==> config.mk <==
export PLATFORM = sky130hd
export DESIGN_NAME = idte_engine
export DESIGN_NICKNAME = d
export VERILOG_FILES = /design/src/common/idte_pkg.sv /design/src/design/idte_engine.sv
export SDC_FILE = /design/constraint.sdc
export NUM_CORES = 1
export LEC_CHECK = 0
export BUFFER_PORTS_ARGS = -buffer_cell sky130_fd_sc_hd__buf_4
export CORE_MARGIN = 2
export CORE_UTILIZATION = 55
export DETAILED_ROUTE_END_ITERATION = 10
export PLACE_DENSITY_LB_ADDON = 0.1
export SLEW_MARGIN = 20
export SYNTH_ARGS = -nofsm -noshare
export SYNTH_HDL_FRONTEND = slang
export SYNTH_SLANG_ARGS = --single-unit
==> constraint.sdc <==
create_clock -name clk -period 5.2 [get_ports clk]
set_clock_uncertainty 0.05 [all_clocks]
set_input_delay 0.52 -clock clk [delete_from_list [all_inputs] [get_ports clk]]
set_output_delay 0.52 -clock clk [all_outputs]
set_load 0.01 [all_outputs]
==> src/common/idte_pkg.sv <==
// Overview of operation
// - Each activation reads the descriptor from RAM, transfers, then writes it back.
// - Source and destination address words are 24 bits wide.
// - After each transfer both addresses independently increment, decrement or hold.
// - Normal mode moves one unit per activation; count A counts 1 to 65,536.
// - Normal mode may request a CPU interrupt once count A completes.
// - Repeat mode: high count byte holds 1 to 256, low byte counts transfers.
// - Repeat mode reloads counter and repeat-area address when exhausted, then continues; the code restores the address read at this activation's start.
// - Repeat mode never completes; no interrupt unless per-transfer select is set.
// - Block mode moves one whole block; source or destination is the block area.
// - Block mode: high count byte holds block size, low byte counts units.
// - Block end restores size counter and block-area address; other address keeps stepping.
// - Block mode count B counts blocks 1 to 65,536; completion requests interrupt.
// - Activation first reads the start address from the source's vector entry.
// - While chain enable is set, the next descriptor follows directly and transfers again.
// - Chained descriptors raise no interrupt and leave the source flag untouched.
// - On completion or per-transfer select, the activating source interrupt proceeds.
// - Passed interrupts stay subject to the interrupt controller's mask and priority.
// - Software activation can end with the software transfer end interrupt.
// - Software transfer with select set or completed keeps the flag and raises end.
// - No software end interrupt while a software transfer waits or runs.
// - Software vector address is H'0400 plus twice the seven-bit vector number.
// - Descriptor order: mode A, source, mode B, destination, count A, count B.
// - Interrupt activation clears the source activation enable when interrupt is requested.
// - Software transfer without select or completion clears the software activate flag.
package idte_pkg;

    // ****************************************************
    // Memory side
    // ****************************************************
    localparam int ADDR_W = 24;
    localparam logic [23:0] VEC_BASE = 24'h000400;
    localparam logic [6:0] SRC_VEC_FIRST = 7'h10;
    localparam logic [7:0] DESC_PAGE = 8'hff;
    localparam logic [23:0] DESC_STRIDE = 24'h00000c;
    localparam logic [23:0] OFS_WORD1 = 24'h000004;
    localparam logic [23:0] OFS_WORD2 = 24'h000008;
    localparam logic [1:0] SIZE_BYTE = 2'h0;
    localparam logic [1:0] SIZE_WORD = 2'h1;
    localparam logic [1:0] SIZE_LONG = 2'h2;

    typedef struct packed {
        logic req;
        logic we;
        logic [1:0] size;
        logic [23:0] addr;
        logic [31:0] wdata;
    } idte_mem_req_t;

    // ****************************************************
    // Mode word fields
    // ****************************************************
    localparam int MA_SM_HI = 7;
    localparam int MA_SM_LO = 6;
    localparam int MA_DM_HI = 5;
    localparam int MA_DM_LO = 4;
    localparam int MA_MD_HI = 3;
    localparam int MA_MD_LO = 2;
    localparam int MA_AREA = 1;
    localparam int MA_SZ = 0;
    localparam int MB_CHAIN = 7;
    localparam int MB_IRQSEL = 6;
    localparam logic [1:0] MD_NORMAL = 2'h0;
    localparam logic [1:0] MD_REPEAT = 2'h1;
    localparam logic [1:0] MD_BLOCK = 2'h2;
    localparam logic [1:0] AM_INC = 2'h2;
    localparam logic [1:0] AM_DEC = 2'h3;

    // ****************************************************
    // Register port and state encoding
    // ****************************************************
    localparam logic [3:0] REG_SWVEC = 4'h0;
    localparam logic [3:0] REG_ENABLE = 4'h1;
    localparam logic [3:0] REG_STATUS = 4'h2;
    localparam int SWV_FLAG = 7;

    typedef enum logic [3:0] {
        ST_IDLE = 4'h0,
        ST_VEC = 4'h1,
        ST_RD0 = 4'h3,
        ST_RD1 = 4'h2,
        ST_RD2 = 4'h6,
        ST_DRD = 4'h7,
        ST_DWR = 4'h5,
        ST_WB0 = 4'h4,
        ST_WB1 = 4'hc,
        ST_WB2 = 4'hd
    } idte_state_t;

endpackage

==> src/design/idte_engine.sv <==
// Local design decisions: the register offsets and the strobed register port.
module idte_engine #(
    parameter int NUM_SRC = 8
) (
    input wire logic clk,
    input wire logic reset_n,
    input wire logic [3:0] reg_addr,
    input wire logic [7:0] reg_wdata,
    input wire logic reg_wr,
    input wire logic reg_rd,
    output logic [7:0] reg_rdata,
    input wire logic [NUM_SRC-1:0] act_req,
    output logic [NUM_SRC-1:0] act_ack,
    output logic [NUM_SRC-1:0] src_irq_pass,
    output logic software_transfer_end_irq,
    output idte_pkg::idte_mem_req_t mem_out,
    input wire logic [31:0] mem_rdata,
    input wire logic mem_ack
);
    import idte_pkg::*;

    localparam int SRC_W = (NUM_SRC > 1) ? $clog2(NUM_SRC) : 1;

    initial
    begin
        if (NUM_SRC < 1 || NUM_SRC > 8)
            $error("NUM_SRC must lie between 1 and 8");
    end

    typedef struct packed {
        idte_state_t st;
        logic sw;
        logic [SRC_W-1:0] src;
        logic [23:0] desc;
        logic [7:0] mwa;
        logic [7:0] mwb;
        logic [23:0] srca;
        logic [23:0] dsta;
        logic [23:0] area0;
        logic [15:0] cnta;
        logic [15:0] cntb;
        logic [15:0] data;
        logic done;
        idte_mem_req_t mem;
        logic [6:0] vec;
        logic swflag;
        logic swend;
        logic [NUM_SRC-1:0] en;
        logic [7:0] rdata;
        logic [NUM_SRC-1:0] ack;
        logic [NUM_SRC-1:0] pass;
    } idte_regs_t;

    idte_regs_t s_ff;
    idte_regs_t nxt_s;

    // ****************************************************
    // Helpers
    // ****************************************************
    function automatic logic [23:0] step_addr(input logic [23:0] a, input logic [1:0] m, input logic sz);
        logic [23:0] d;
        d = sz ? 24'h000002 : 24'h000001;
        if (m == AM_INC)
            step_addr = a + d;
        else if (m == AM_DEC)
            step_addr = a - d;
        else
            step_addr = a;
    endfunction

    function automatic logic [23:0] vec_addr(input logic [6:0] v);
        vec_addr = VEC_BASE + {16'h0000, v, 1'b0};
    endfunction

    logic hw_hit;
    logic [SRC_W-1:0] hw_src;

    // Lowest index wins; software outranks every source
    always_comb
    begin
        hw_hit = 1'b0;
        hw_src = '0;
        for (int i = NUM_SRC - 1; i >= 0; i--)
        begin
            if (act_req[i] && s_ff.en[i])
            begin
                hw_hit = 1'b1;
                hw_src = SRC_W'(i);
            end
        end
    end

    logic [1:0] md;
    logic sz;
    logic area_src;
    logic chain;
    logic fire;
    logic [23:0] srca_n;
    logic [23:0] dsta_n;
    logic [7:0] cntl_n;
    logic [15:0] cntb_n;

    assign md = s_ff.mwa[MA_MD_HI:MA_MD_LO];
    assign sz = s_ff.mwa[MA_SZ];
    assign area_src = s_ff.mwa[MA_AREA];
    assign chain = s_ff.mwb[MB_CHAIN];
    assign fire = s_ff.done || s_ff.mwb[MB_IRQSEL];
    assign srca_n = step_addr(s_ff.srca, s_ff.mwa[MA_SM_HI:MA_SM_LO], sz);
    assign dsta_n = step_addr(s_ff.dsta, s_ff.mwa[MA_DM_HI:MA_DM_LO], sz);
    assign cntl_n = s_ff.cnta[7:0] - 8'h01;
    assign cntb_n = s_ff.cntb - 16'h0001;

    // ****************************************************
    // Next state
    // ****************************************************
    always_comb
    begin
        nxt_s = s_ff;
        nxt_s.ack = '0;
        nxt_s.pass = '0;
        nxt_s.rdata = 8'h00;
        if (reg_rd)
        begin
            case (reg_addr)
                REG_SWVEC: nxt_s.rdata = {s_ff.swflag, s_ff.vec};
                REG_ENABLE: nxt_s.rdata = 8'(s_ff.en);
                REG_STATUS: nxt_s.rdata = {6'h00, s_ff.swend, s_ff.st != ST_IDLE};
                default: nxt_s.rdata = 8'h00;
            endcase
        end
        case (s_ff.st)
            ST_IDLE:
            begin
                // Pending end holds off a new software start
                if (s_ff.swflag && !s_ff.swend)
                begin
                    nxt_s.sw = 1'b1;
                    nxt_s.desc = vec_addr(s_ff.vec);
                    nxt_s.st = ST_VEC;
                end
                else if (hw_hit)
                begin
                    nxt_s.sw = 1'b0;
                    nxt_s.src = hw_src;
                    nxt_s.desc = vec_addr(SRC_VEC_FIRST + 7'(hw_src));
                    nxt_s.st = ST_VEC;
                end
            end
            ST_VEC:
            begin
                if (mem_ack)
                begin
                    nxt_s.desc = {DESC_PAGE, mem_rdata[15:2], 2'b00};
                    nxt_s.st = ST_RD0;
                end
            end
            ST_RD0:
            begin
                if (mem_ack)
                begin
                    nxt_s.mwa = mem_rdata[31:24];
                    nxt_s.srca = mem_rdata[23:0];
                    nxt_s.st = ST_RD1;
                end
            end
            ST_RD1:
            begin
                if (mem_ack)
                begin
                    nxt_s.mwb = mem_rdata[31:24];
                    nxt_s.dsta = mem_rdata[23:0];
                    nxt_s.st = ST_RD2;
                end
            end
            ST_RD2:
            begin
                if (mem_ack)
                begin
                    nxt_s.cnta = mem_rdata[31:16];
                    nxt_s.cntb = mem_rdata[15:0];
                    nxt_s.area0 = area_src ? s_ff.srca : s_ff.dsta;
                    nxt_s.done = 1'b0;
                    nxt_s.st = ST_DRD;
                end
            end
            ST_DRD:
            begin
                if (mem_ack)
                begin
                    nxt_s.data = sz ? mem_rdata[15:0] : {8'h00, mem_rdata[7:0]};
                    nxt_s.st = ST_DWR;
                end
            end
            ST_DWR:
            begin
                if (mem_ack)
                begin
                    nxt_s.srca = srca_n;
                    nxt_s.dsta = dsta_n;
                    nxt_s.st = ST_WB0;
                    case (md)
                        MD_REPEAT:
                        begin
                            nxt_s.cnta[7:0] = cntl_n;
                            if (cntl_n == 8'h00)
                            begin
                                // Counter reloads from the high byte and done stays clear, so no completion
                                nxt_s.cnta[7:0] = s_ff.cnta[15:8];
                                if (area_src)
                                    nxt_s.srca = s_ff.area0;
                                else
                                    nxt_s.dsta = s_ff.area0;
                            end
                        end
                        MD_BLOCK:
                        begin
                            nxt_s.cnta[7:0] = cntl_n;
                            if (cntl_n == 8'h00)
                            begin
                                nxt_s.cnta[7:0] = s_ff.cnta[15:8];
                                if (area_src)
                                    nxt_s.srca = s_ff.area0;
                                else
                                    nxt_s.dsta = s_ff.area0;
                                nxt_s.cntb = cntb_n;
                                nxt_s.done = cntb_n == 16'h0000;
                            end
                            else
                                nxt_s.st = ST_DRD;
                        end
                        default:
                        begin
                            nxt_s.cnta = s_ff.cnta - 16'h0001;
                            nxt_s.done = s_ff.cnta == 16'h0001;
                        end
                    endcase
                end
            end
            ST_WB0:
            begin
                if (mem_ack)
                    nxt_s.st = ST_WB1;
            end
            ST_WB1:
            begin
                if (mem_ack)
                    nxt_s.st = ST_WB2;
            end
            ST_WB2:
            begin
                if (mem_ack)
                begin
                    if (chain)
                    begin
                        nxt_s.desc = s_ff.desc + DESC_STRIDE;
                        nxt_s.st = ST_RD0;
                    end
                    else
                    begin
                        nxt_s.st = ST_IDLE;
                        if (s_ff.sw)
                        begin
                            if (fire)
                                nxt_s.swend = 1'b1;
                            else
                                nxt_s.swflag = 1'b0;
                        end
                        else
                        begin
                            nxt_s.ack[s_ff.src] = 1'b1;
                            if (fire)
                            begin
                                // Controller still applies mask and priority
                                nxt_s.pass[s_ff.src] = 1'b1;
                                nxt_s.en[s_ff.src] = 1'b0;
                            end
                        end
                    end
                end
            end
            default: nxt_s.st = ST_IDLE;
        endcase
        // Software writes after hardware: a set enable wins over its clear
        if (reg_wr)
        begin
            case (reg_addr)
                REG_SWVEC:
                begin
                    nxt_s.vec = reg_wdata[6:0];
                    nxt_s.swflag = reg_wdata[SWV_FLAG];
                    if (!reg_wdata[SWV_FLAG] && !(s_ff.st == ST_WB2 && mem_ack && s_ff.sw && !chain && fire))
                        nxt_s.swend = 1'b0;
                end
                REG_ENABLE: nxt_s.en = reg_wdata[NUM_SRC-1:0];
                default: nxt_s.en = nxt_s.en;
            endcase
        end
        // Bus request follows the state about to be entered
        nxt_s.mem = '0;
        nxt_s.mem.req = nxt_s.st != ST_IDLE;
        nxt_s.mem.size = SIZE_LONG;
        case (nxt_s.st)
            ST_VEC:
            begin
                nxt_s.mem.addr = nxt_s.desc;
                nxt_s.mem.size = SIZE_WORD;
            end
            ST_RD0: nxt_s.mem.addr = nxt_s.desc;
            ST_RD1: nxt_s.mem.addr = nxt_s.desc + OFS_WORD1;
            ST_RD2: nxt_s.mem.addr = nxt_s.desc + OFS_WORD2;
            ST_DRD:
            begin
                nxt_s.mem.addr = nxt_s.srca;
                nxt_s.mem.size = nxt_s.mwa[MA_SZ] ? SIZE_WORD : SIZE_BYTE;
            end
            ST_DWR:
            begin
                nxt_s.mem.we = 1'b1;
                nxt_s.mem.addr = nxt_s.dsta;
                nxt_s.mem.size = nxt_s.mwa[MA_SZ] ? SIZE_WORD : SIZE_BYTE;
                nxt_s.mem.wdata = {16'h0000, nxt_s.data};
            end
            ST_WB0:
            begin
                nxt_s.mem.we = 1'b1;
                nxt_s.mem.addr = nxt_s.desc;
                nxt_s.mem.wdata = {nxt_s.mwa, nxt_s.srca};
            end
            ST_WB1:
            begin
                nxt_s.mem.we = 1'b1;
                nxt_s.mem.addr = nxt_s.desc + OFS_WORD1;
                nxt_s.mem.wdata = {nxt_s.mwb, nxt_s.dsta};
            end
            ST_WB2:
            begin
                nxt_s.mem.we = 1'b1;
                nxt_s.mem.addr = nxt_s.desc + OFS_WORD2;
                nxt_s.mem.wdata = {nxt_s.cnta, nxt_s.cntb};
            end
            default: nxt_s.mem.addr = 24'h000000;
        endcase
    end

    always_ff @(posedge clk)
    begin
        if (!reset_n)
            s_ff <= '0;
        else
            s_ff <= nxt_s;
    end

    assign reg_rdata = s_ff.rdata;
    assign act_ack = s_ff.ack;
    assign src_irq_pass = s_ff.pass;
    assign software_transfer_end_irq = s_ff.swend;
    assign mem_out = s_ff.mem;

    logic wb_end;
    assign wb_end = s_ff.st == ST_WB2 && mem_ack;
endmodule

Yosys cells after proc, flatten, opt, wreduce, memory -nomap -nowiden
Cells that the tools add are included.
Storage, ports and cells
  bits in registers: 270
  bits in latches: 0
  RAM bits: 0
  bits in read-only memories: 0
  bits of input ports: 57
  output and inout bits: 85
  word-level logic and storage cells: 211
  memories kept: 0
Cells by class
  add/subtract/negate cells: 13
  $mul: 0
  div/mod/pow operators: 0
  magnitude comparators: 2
  equal/unequal tests: 31
  shift-type cells: 0
  mux-type cells: 91
  bitwise logic cells: 7
  reductions and logical operators: 42
Operators with widths (count)
  24-bit two-way mux: 14
  48-bit two-way mux: 3
  32-bit case mux with 4 select lines: 1
  24-bit case mux with 5 select lines: 1
  32-bit two-way mux: 3
  24-bit case mux with 2 select lines: 2
  8-bit two-way mux: 9
  24-bit case mux with 3 select lines: 1
  16-bit two-way mux: 4
  32-bit case mux with 2 select lines: 1
  24-bit by 4-bit adder with 24-bit output (second input constant): 2
  10-bit two-way mux: 4
  4-bit case mux with 10 select lines: 1
  4-bit two-way mux: 9
  4-bit by 3-bit equality test with 1-bit output (second input constant): 8
  16-bit by 1-bit subtractor with 16-bit output (second input constant): 2
  24-bit by 2-bit adder with 24-bit output: 1
  24-bit adder: 1
  24-bit by 3-bit adder with 24-bit output (second input constant): 1
  3-bit two-way mux: 8
  8-bit case mux with 3 select lines: 1
  24-bit by 2-bit subtractor with 24-bit output: 1
  24-bit subtractor: 1
  4-bit by 2-bit equality test with 1-bit output (second input constant): 5
  other kinds (39): 102

Depth between registers and ports, before layout
Gate-level depths: netlist of run 1.
  depth after elaboration: 17
  gate-level depth with buffers: 15
  mapped depth without buffers: 13

Worst setup path after synthesis of run 1
Ideal clock, no wire load.
  path type: input to register
  from: input port act_req[2]
  to: register s_ff (netlist bit mem_out[55])
  arrival time: 4.090 ns
  required time: 5.076 ns
  slack: 0.986 ns
  stages on the path: 12
  cell sequence: a22o_1 or4_1 buf_2 o21ai_0 a2111oi_1 inv_1 ha_1 nor3b_1 nand2_4 or4_4 or4b_1 a31oi_1
RTL lines
  start: declaration: RTL line idte_engine.sv:12  | input wire logic [NUM_SRC-1:0] act_req,
  end signal: assignment: RTL line idte_engine.sv:350  | s_ff <= nxt_s;
  end: declaration: RTL line idte_engine.sv:54  | idte_regs_t s_ff;

Worst setup path in the final report of run 1
  from: register s_ff[134] (netlist name)
  to: register s_ff (netlist bit mem_out[49])
Between the ends
  longest elaborated chain between the ends: 9
RTL lines
  8-bit by 1-bit subtractor with 8-bit output *: RTL line idte_engine.sv:110  | assign cntl_n = s_ff.cnta[7:0] - 8'h01;
  8-bit zero test *: RTL line idte_engine.sv:205, idte_engine.sv:218
  2-bit two-way mux: RTL line idte_engine.sv:218  | if (cntl_n == 8'h00)
  2-bit two-way mux: RTL line idte_engine.sv:201  | case (md)
  4-bit two-way mux: RTL line idte_engine.sv:196  | if (mem_ack)
  4-bit case mux with 10 select lines: RTL line idte_engine.sv:131  | case (s_ff.st)
  4-bit by 3-bit equality test with 1-bit output, or another cell as far along: RTL line idte_engine.sv:302  | case (nxt_s.st)
  3-bit OR reduction (no line) / 2-bit OR reduction (equally long branches)
  24-bit case mux with 5 select lines *: RTL line idte_engine.sv:302
Mark *: on every way between the ends. The rest lies on a longest branch, timed or not.
A chain may end at the register's enable or synchronous reset.

==> flow_summary.yaml, run 1 <==
finish:
  syn_to_final_growth_pct: 11.5
  fillers: 2790
  final_cell_mix: "nor2_1, dfxtp_1, buf_4"
  multi_input_area_sq_um: 10200
  seq_area_sq_um: 5410
  layout_commonest_cell: "nor2_1"
  layout-drive-gt1-share_pct: 13.8
  n_antenna_cell: 0
  final_nets: 2297
  post-route-util_pct: 62.1
synthesis:
  synth_area_per_cell_sq_um: 7.68
  synth_top_area_share_pct: 31.8
  synth_area_leaders: "dfxtp_1, nor2_1, mux2i_1"
  ys_seq_area_share_pct: 31.8
  ys_warn_count: 0
  syn_area_sq_um: 17000
  synthDistinctLibCells: 86
  synthCells: 2213
  synthArstFlopShare_pct: 0
  synth-main-ff-cell: "dfxtp_1"
  yosysTopAreaCell: "dfxtp_1"
  synth-edff-count: 0
  yosys_register_bits: 270
  synth_nets: 2292
drt:
  drt_iter0_markers: 2239
  vias: 18294
  top_layer: "met4"
  m1WireLength_um: 25800
  dr_wl_met3_um: 8230
  routed_via_density: 6.94
  firstDrtPassIters: 7
  drc: 0
  ant_nets: 0
  wirelength_um: 71400
  wl_per_cell_um: 27.1
  routed-wl-met2_um: 31200
sta:
  finalCritPeriodShare_pct: 88.2
  tns_ns: 0
  slew_headroom_pct: 29.5
  finalMaxSlewViolations: 0
  grt_setup_unrepaired: "no"
  setup_violations: 0
  tightest_slew_ns: 1.06
  hold_viol: 0
  max_freq_mhz: 218
  layout_setup_ws_ns: 0.613
  hold_slack_ns: 0.159
  period_needed_ns: 4.59
run:
  drv_cap: 0
grt:
  grt_usage_pct: 42.5
  overflow: 0
  antenna_found_initial: 0
  grt_pass1_wl_um: 107000
  grt_max_degree: 94
  grt_pass1_vias: 17158
cts:
  cts_hold_buf: 0
  clockRootBuffer: "clkbuf_16"
  htreeDepth: 1
  post_cts_buffers: 0
  cts_resized: 0
  clk_latency_ns: 0.58
  clkSinkCount: 270
  clk_pin_slew_worst_paths_ns: 0.06
  cts_tree: "built"
  cts_buffers: 30
  cts_buffer_depth: 3
place:
  gp_congestion: 1.01
  hpwl_um: 51900
  pre_cts_ws_ns: 0.705
  io_buffers: 141
critical_path:
  cp_slowest_cell: "o21ai_0"
  r2r_slack_ns: 0.61
  path_buf_inv: 1
  crit_arrival_ns: 4.93
  crit_path_end_kind: "register"
  worstReg2RegStart: "s_ff[134]"
  crit_type: "reg -> reg"
  r2r_end: "mem_out[49]"
  cp-start-kind: "register"
  crit_chain: "inv_1 > ha_1 > o21bai_1 > a2111oi_0 > a41o_1 > nand2_1 > mux2i_1 > a311oi_1 > o21ai_0 > a31oi_1"
  r2r_cells: 10
  slowest_delay_ns: 0.85
  critPathMaxFanout: 14
  cpLargestDelayFamily: "compound AO/OA/AOI/OAI gates"
  critPathRequiredTime_ns: 5.54
power_and_ir_drop:
  powerDensity_nw_per_um2: 335
  p_leak_nw: 7.05
  peakVddDrop_v: 0.000281
  p_total_mw: 6.35
min_path:
  holdPathEnd: "s_ff[27]"
  hp-start: "reg_wdata[3]"
  hold-path-cell-count: 3
  hold_path.class: "in -> reg"
die:
  num_rows: 64
  fp.dieW_um: 180
  ios: 142
  initial_core_util_pct: 55.7
  die-area_sq_um: 32300
  fp.dieH_um: 180
  core_area_sq_um: 30500
status:
  outcome: "completed"
==> power breakdown <==
group | switching [mW] | leakage (nW) | total [mW] | internal (mW)
Clock | 0.923 | 0.513 | 2.28 | 1.35
Combinational | 1.25 | 4.36 | 1.80 | 0.554
Sequential | 0.116 | 2.18 | 2.27 | 2.16
Total | 2.29 | 7.05 | 6.35 | 4.07
==> through the flow <==
step,cells,instance area (sq um)
6_report,2636,19000
5_1_grt,2636,19000
4_1_cts,2636,19000
3_5_place_dp,2582,17900
3_3_place_gp,2582,17900
2_1_floorplan,2213,17000
==> cell families (layout without fill, tap and decap cells) <==
family / Yosys count / in the layout / synth area share (%)
simple gates: 868 / 868 / 25.1
compound gates: 636 / 636 / 25.4
buf+inv: 281 / 308 / 8.14
flops: 270 / 270 / 31.8
mux: 87 / 87 / 5.23
xor+xnor: 49 / 49 / 2.53
fa+ha+maj: 22 / 22 / 1.80
==> sequential cells by signal, indices dropped and copies added, names as in the netlist, 2 cells and up <==
name	flops
s_ff	181
mem_out	60
act_ack	8
reg_rdata	8
src_irq_pass	8
md	2
==> worst reg2reg max path: stages (launching register included) <==
cell and delay (ns):
dfxtp_1 0.51, inv_1 0.11, ha_1 0.28, o21bai_1 0.19
a2111oi_0 0.62, a41o_1 0.52, nand2_1 0.53, mux2i_1 0.34
a311oi_1 0.23, o21ai_0 0.85, a31oi_1 0.18
==> synth_stat cells (22+ instances only) <==
cell type  count
o31ai_1       22
inv_1         34
o211ai_1      28
mux2i_1       73
a31oi_1       42
nand3_1       63
nand2b_1      24
nor4_1        30
nand2_1      192
nand4_1       27
xor2_1        28
buf_4         84
a21oi_1      136
nor2_1       291
and2_1        54
o21ai_0      106
and3_1        24
a211oi_1      36
clkbuf_1     145
nor3_1        53
o22ai_1       35
dfxtp_1      270
a22oi_1       42
==> how the worst max path moves through the flow <==
stage / startpoint / end / slack (ns) / cells after the start
after floorplan: act_req[2] / mem_out[55] / 0.99 / 12
after global placement: s_ff[266] / mem_out[55] / 0.84 / 11
after detailed placement: s_ff[266] / mem_out[55] / 0.71 / 11
after CTS: s_ff[266] / mem_out[55] / 0.70 / 11
after global routing: s_ff[266] / mem_out[55] / 0.29 / 11
final: s_ff[134] / mem_out[49] / 0.61 / 10
==> metal layers <==
layer	vias up	track usage [%]
li1	8074	-
met1	8631	51.1
met2	1282	66.5
met3	307	10.1
met4	0	31.1
met5	-	0
==> cell type report <==
cell class                 count  share of cell area, %
tap                          396                   2.61
sequential                   270                   28.5
clock buffer                  41                   4.56
timing repair buffer         219                   8.68
clock inverter                13                  0.924
multi-input combinational   1662                   54.0
inverter                      35                  0.706
No activity file was read; power rests on OpenSTA's default activity.
==> inputs of run 2 (changes only) <==
Settings changed: REMOVE_ABC_BUFFERS set to 1.
==> run 2 against run 1 <==
Power rose by 1.9%. Sequential cell count did not move. Combinational power barely moved. Count of clock-buffer cells in the layout rose by 4. Setup slack improved by 0.021 ns. Sequential share of layout area barely moved. Critical path depth rose by 3. Clock power rose by 5%. Largest cell class unchanged. Largest power group unchanged.
==> flow_summary.yaml, run 2 (same netlist as run 1, synthesis figures left out) <==
finish:
  final_cell_mix: "nor2_1, dfxtp_1, buf_4"
  regMostFlops: "s_ff"
  largest_reg_flops: 181
  layout_commonest_cell: "nor2_1"
  stdcell_area_sq_um: 19000
  syn_to_final_growth_pct: 11.6
  layout-drive-gt1-share_pct: 13.5
  final_nets: 2292
drt:
  wl_per_cell_um: 26.0
  firstDrtPassIters: 6
  drc: 0
  ant_nets: 0
  wirelength_um: 68500
  drt_iter0_markers: 2798
  vias: 18148
  routed_via_density: 6.90
power_and_ir_drop:
  peakVddDrop_v: 0.000289
  p_leak_nw: 7.03
  powerDensity_nw_per_um2: 341
status:
  outcome: "completed"
min_path:
  hp-start: "reg_wdata[4]"
  hold_path.class: "in -> reg"
  hold-path-cell-count: 3
critical_path:
  cp-start-kind: "register"
  crit_type: "reg -> reg"
  crit_end: "mem_out[51]"
  slowest_delay_ns: 0.67
  worstReg2RegStart: "s_ff[267]"
  critPathRequiredTime_ns: 5.66
  r2r_cells: 13
  r2r_end: "mem_out[51]"
  crit_path_end_kind: "register"
  crit_chain: "nor4_1 > nand2_1 > nor4_1 > a2111oi_1 > inv_1 > ha_1 > nor3b_1 > buf_4 > nand2_4 > buf_4 > or3b_2 > or4_1 > a31oi_1"
  cp_slowest_cell: "nor4_1"
  r2r_slack_ns: 0.63
  crit_arrival_ns: 5.03
  worstSetupStartpoint: "s_ff[267]"
  critPathMaxFanout: 23
die:
  die-area_sq_um: 32300
  ios: 142
  num_rows: 64
  core_area_sq_um: 30500
  fp.dieW_um: 180
  initial_core_util_pct: 55.7
  fp.dieH_um: 180
cts:
  cts_resized: 0
  clk_pin_slew_worst_paths_ns: 0.06
  post_cts_buffers: 0
  htreeDepth: 1
  cts_buffers: 31
  clk_latency_ns: 0.60
  cts_hold_buf: 0
  clkSinkCount: 270
  cts_buffer_depth: 3
  cts_tree: "built"
  clockRootBuffer: "clkbuf_16"
sta:
  setup_violations: 0
  grt_setup_unrepaired: "no"
  tns_ns: 0
  finalCritPeriodShare_pct: 87.8
  slew_headroom_pct: 21.9
  hold_slack_ns: 0.132
  period_needed_ns: 4.57
  tightest_slew_ns: 1.17
  max_freq_mhz: 219
  hold_viol: 0
  finalMaxSlewViolations: 0
place:
  hpwl_um: 49300
  placed_area_sq_um: 17900
  gp_congestion: 0.976
  io_buffers: 141
run:
  drv_cap: 0
grt:
  overflow: 0
  grt_pass1_vias: 16316
  antenna_found_initial: 0
  grt_max_degree: 95
  grt_pass1_wl_um: 102000
  grt_usage_pct: 40.2
## run 2: how the worst min path moves through the flow
stage / endpoint / slack (ns)
2_1_floorplan: s_ff[238] / 0.37
6_report: s_ff[28] / 0.13
4_1_cts: s_ff[28] / 0.12
3_3_place_gp: s_ff[238] / 0.39
3_5_place_dp: s_ff[238] / 0.39
5_1_grt: s_ff[25] / 0.14
## run 2: worst max-delay path, delay by kind of cell (launching register included)
family                     cells  cell delay (ns)
AOI/OAI and AO/OA              2             0.34
adders and majority gates      1             0.24
buffers and inverters          3             0.67
DFF                            1             0.53
and+or+nand+nor                7             2.63
## run 2: final cells by class
type | count | area (sq um)
Fill cell | 2764 | 11500
Multi-Input combinational cell | 1662 | 10200
Sequential cell | 270 | 5410
Timing Repair Buffer | 213 | 1600
Clock buffer | 45 | 878
Tap cell | 396 | 495
Clock inverter | 10 | 218
Inverter | 35 | 134
Antenna cell | 1 | 2.50
## run 2: per-stage QoR
step	power, mW	utilization, %	instances	worst slack, ns
finish	6.48	62.2	2632	0.634
global route	6.66	62.2	2631	0.388
CTS	6.39	62.2	2631	0.790
detailed placement	4.03	58.6	2576	0.851
global placement	4.02	58.6	2576	0.926
floorplan	3.26	-	1967	0.512
## run 2: layer usage
| metal | up-vias | routed length [um] | share of wire [%] | GRT usage (%) |
|---|---|---|---|---|
| li1 | 8064 | - | - | - |
| met1 | 8582 | 28200 | 41 | 57.2 |
| met2 | 1305 | 27800 | 41 | 57.3 |
| met3 | 197 | 8740 | 13 | 9.06 |
| met4 | 0 | 3810 | 5.6 | 18.9 |
| met5 | - | 0 | 0 | 0 |
## run 2: power by group
| part | total (mW) | internal, mW | switching (mW) | leakage, nW |
|---|---|---|---|---|
| Clock | 2.39 | 1.46 | 0.926 | 0.531 |
| Sequential | 2.27 | 2.16 | 0.113 | 2.18 |
| Combinational | 1.82 | 0.566 | 1.25 | 4.32 |
| Total | 6.48 | 4.19 | 2.29 | 7.03 |
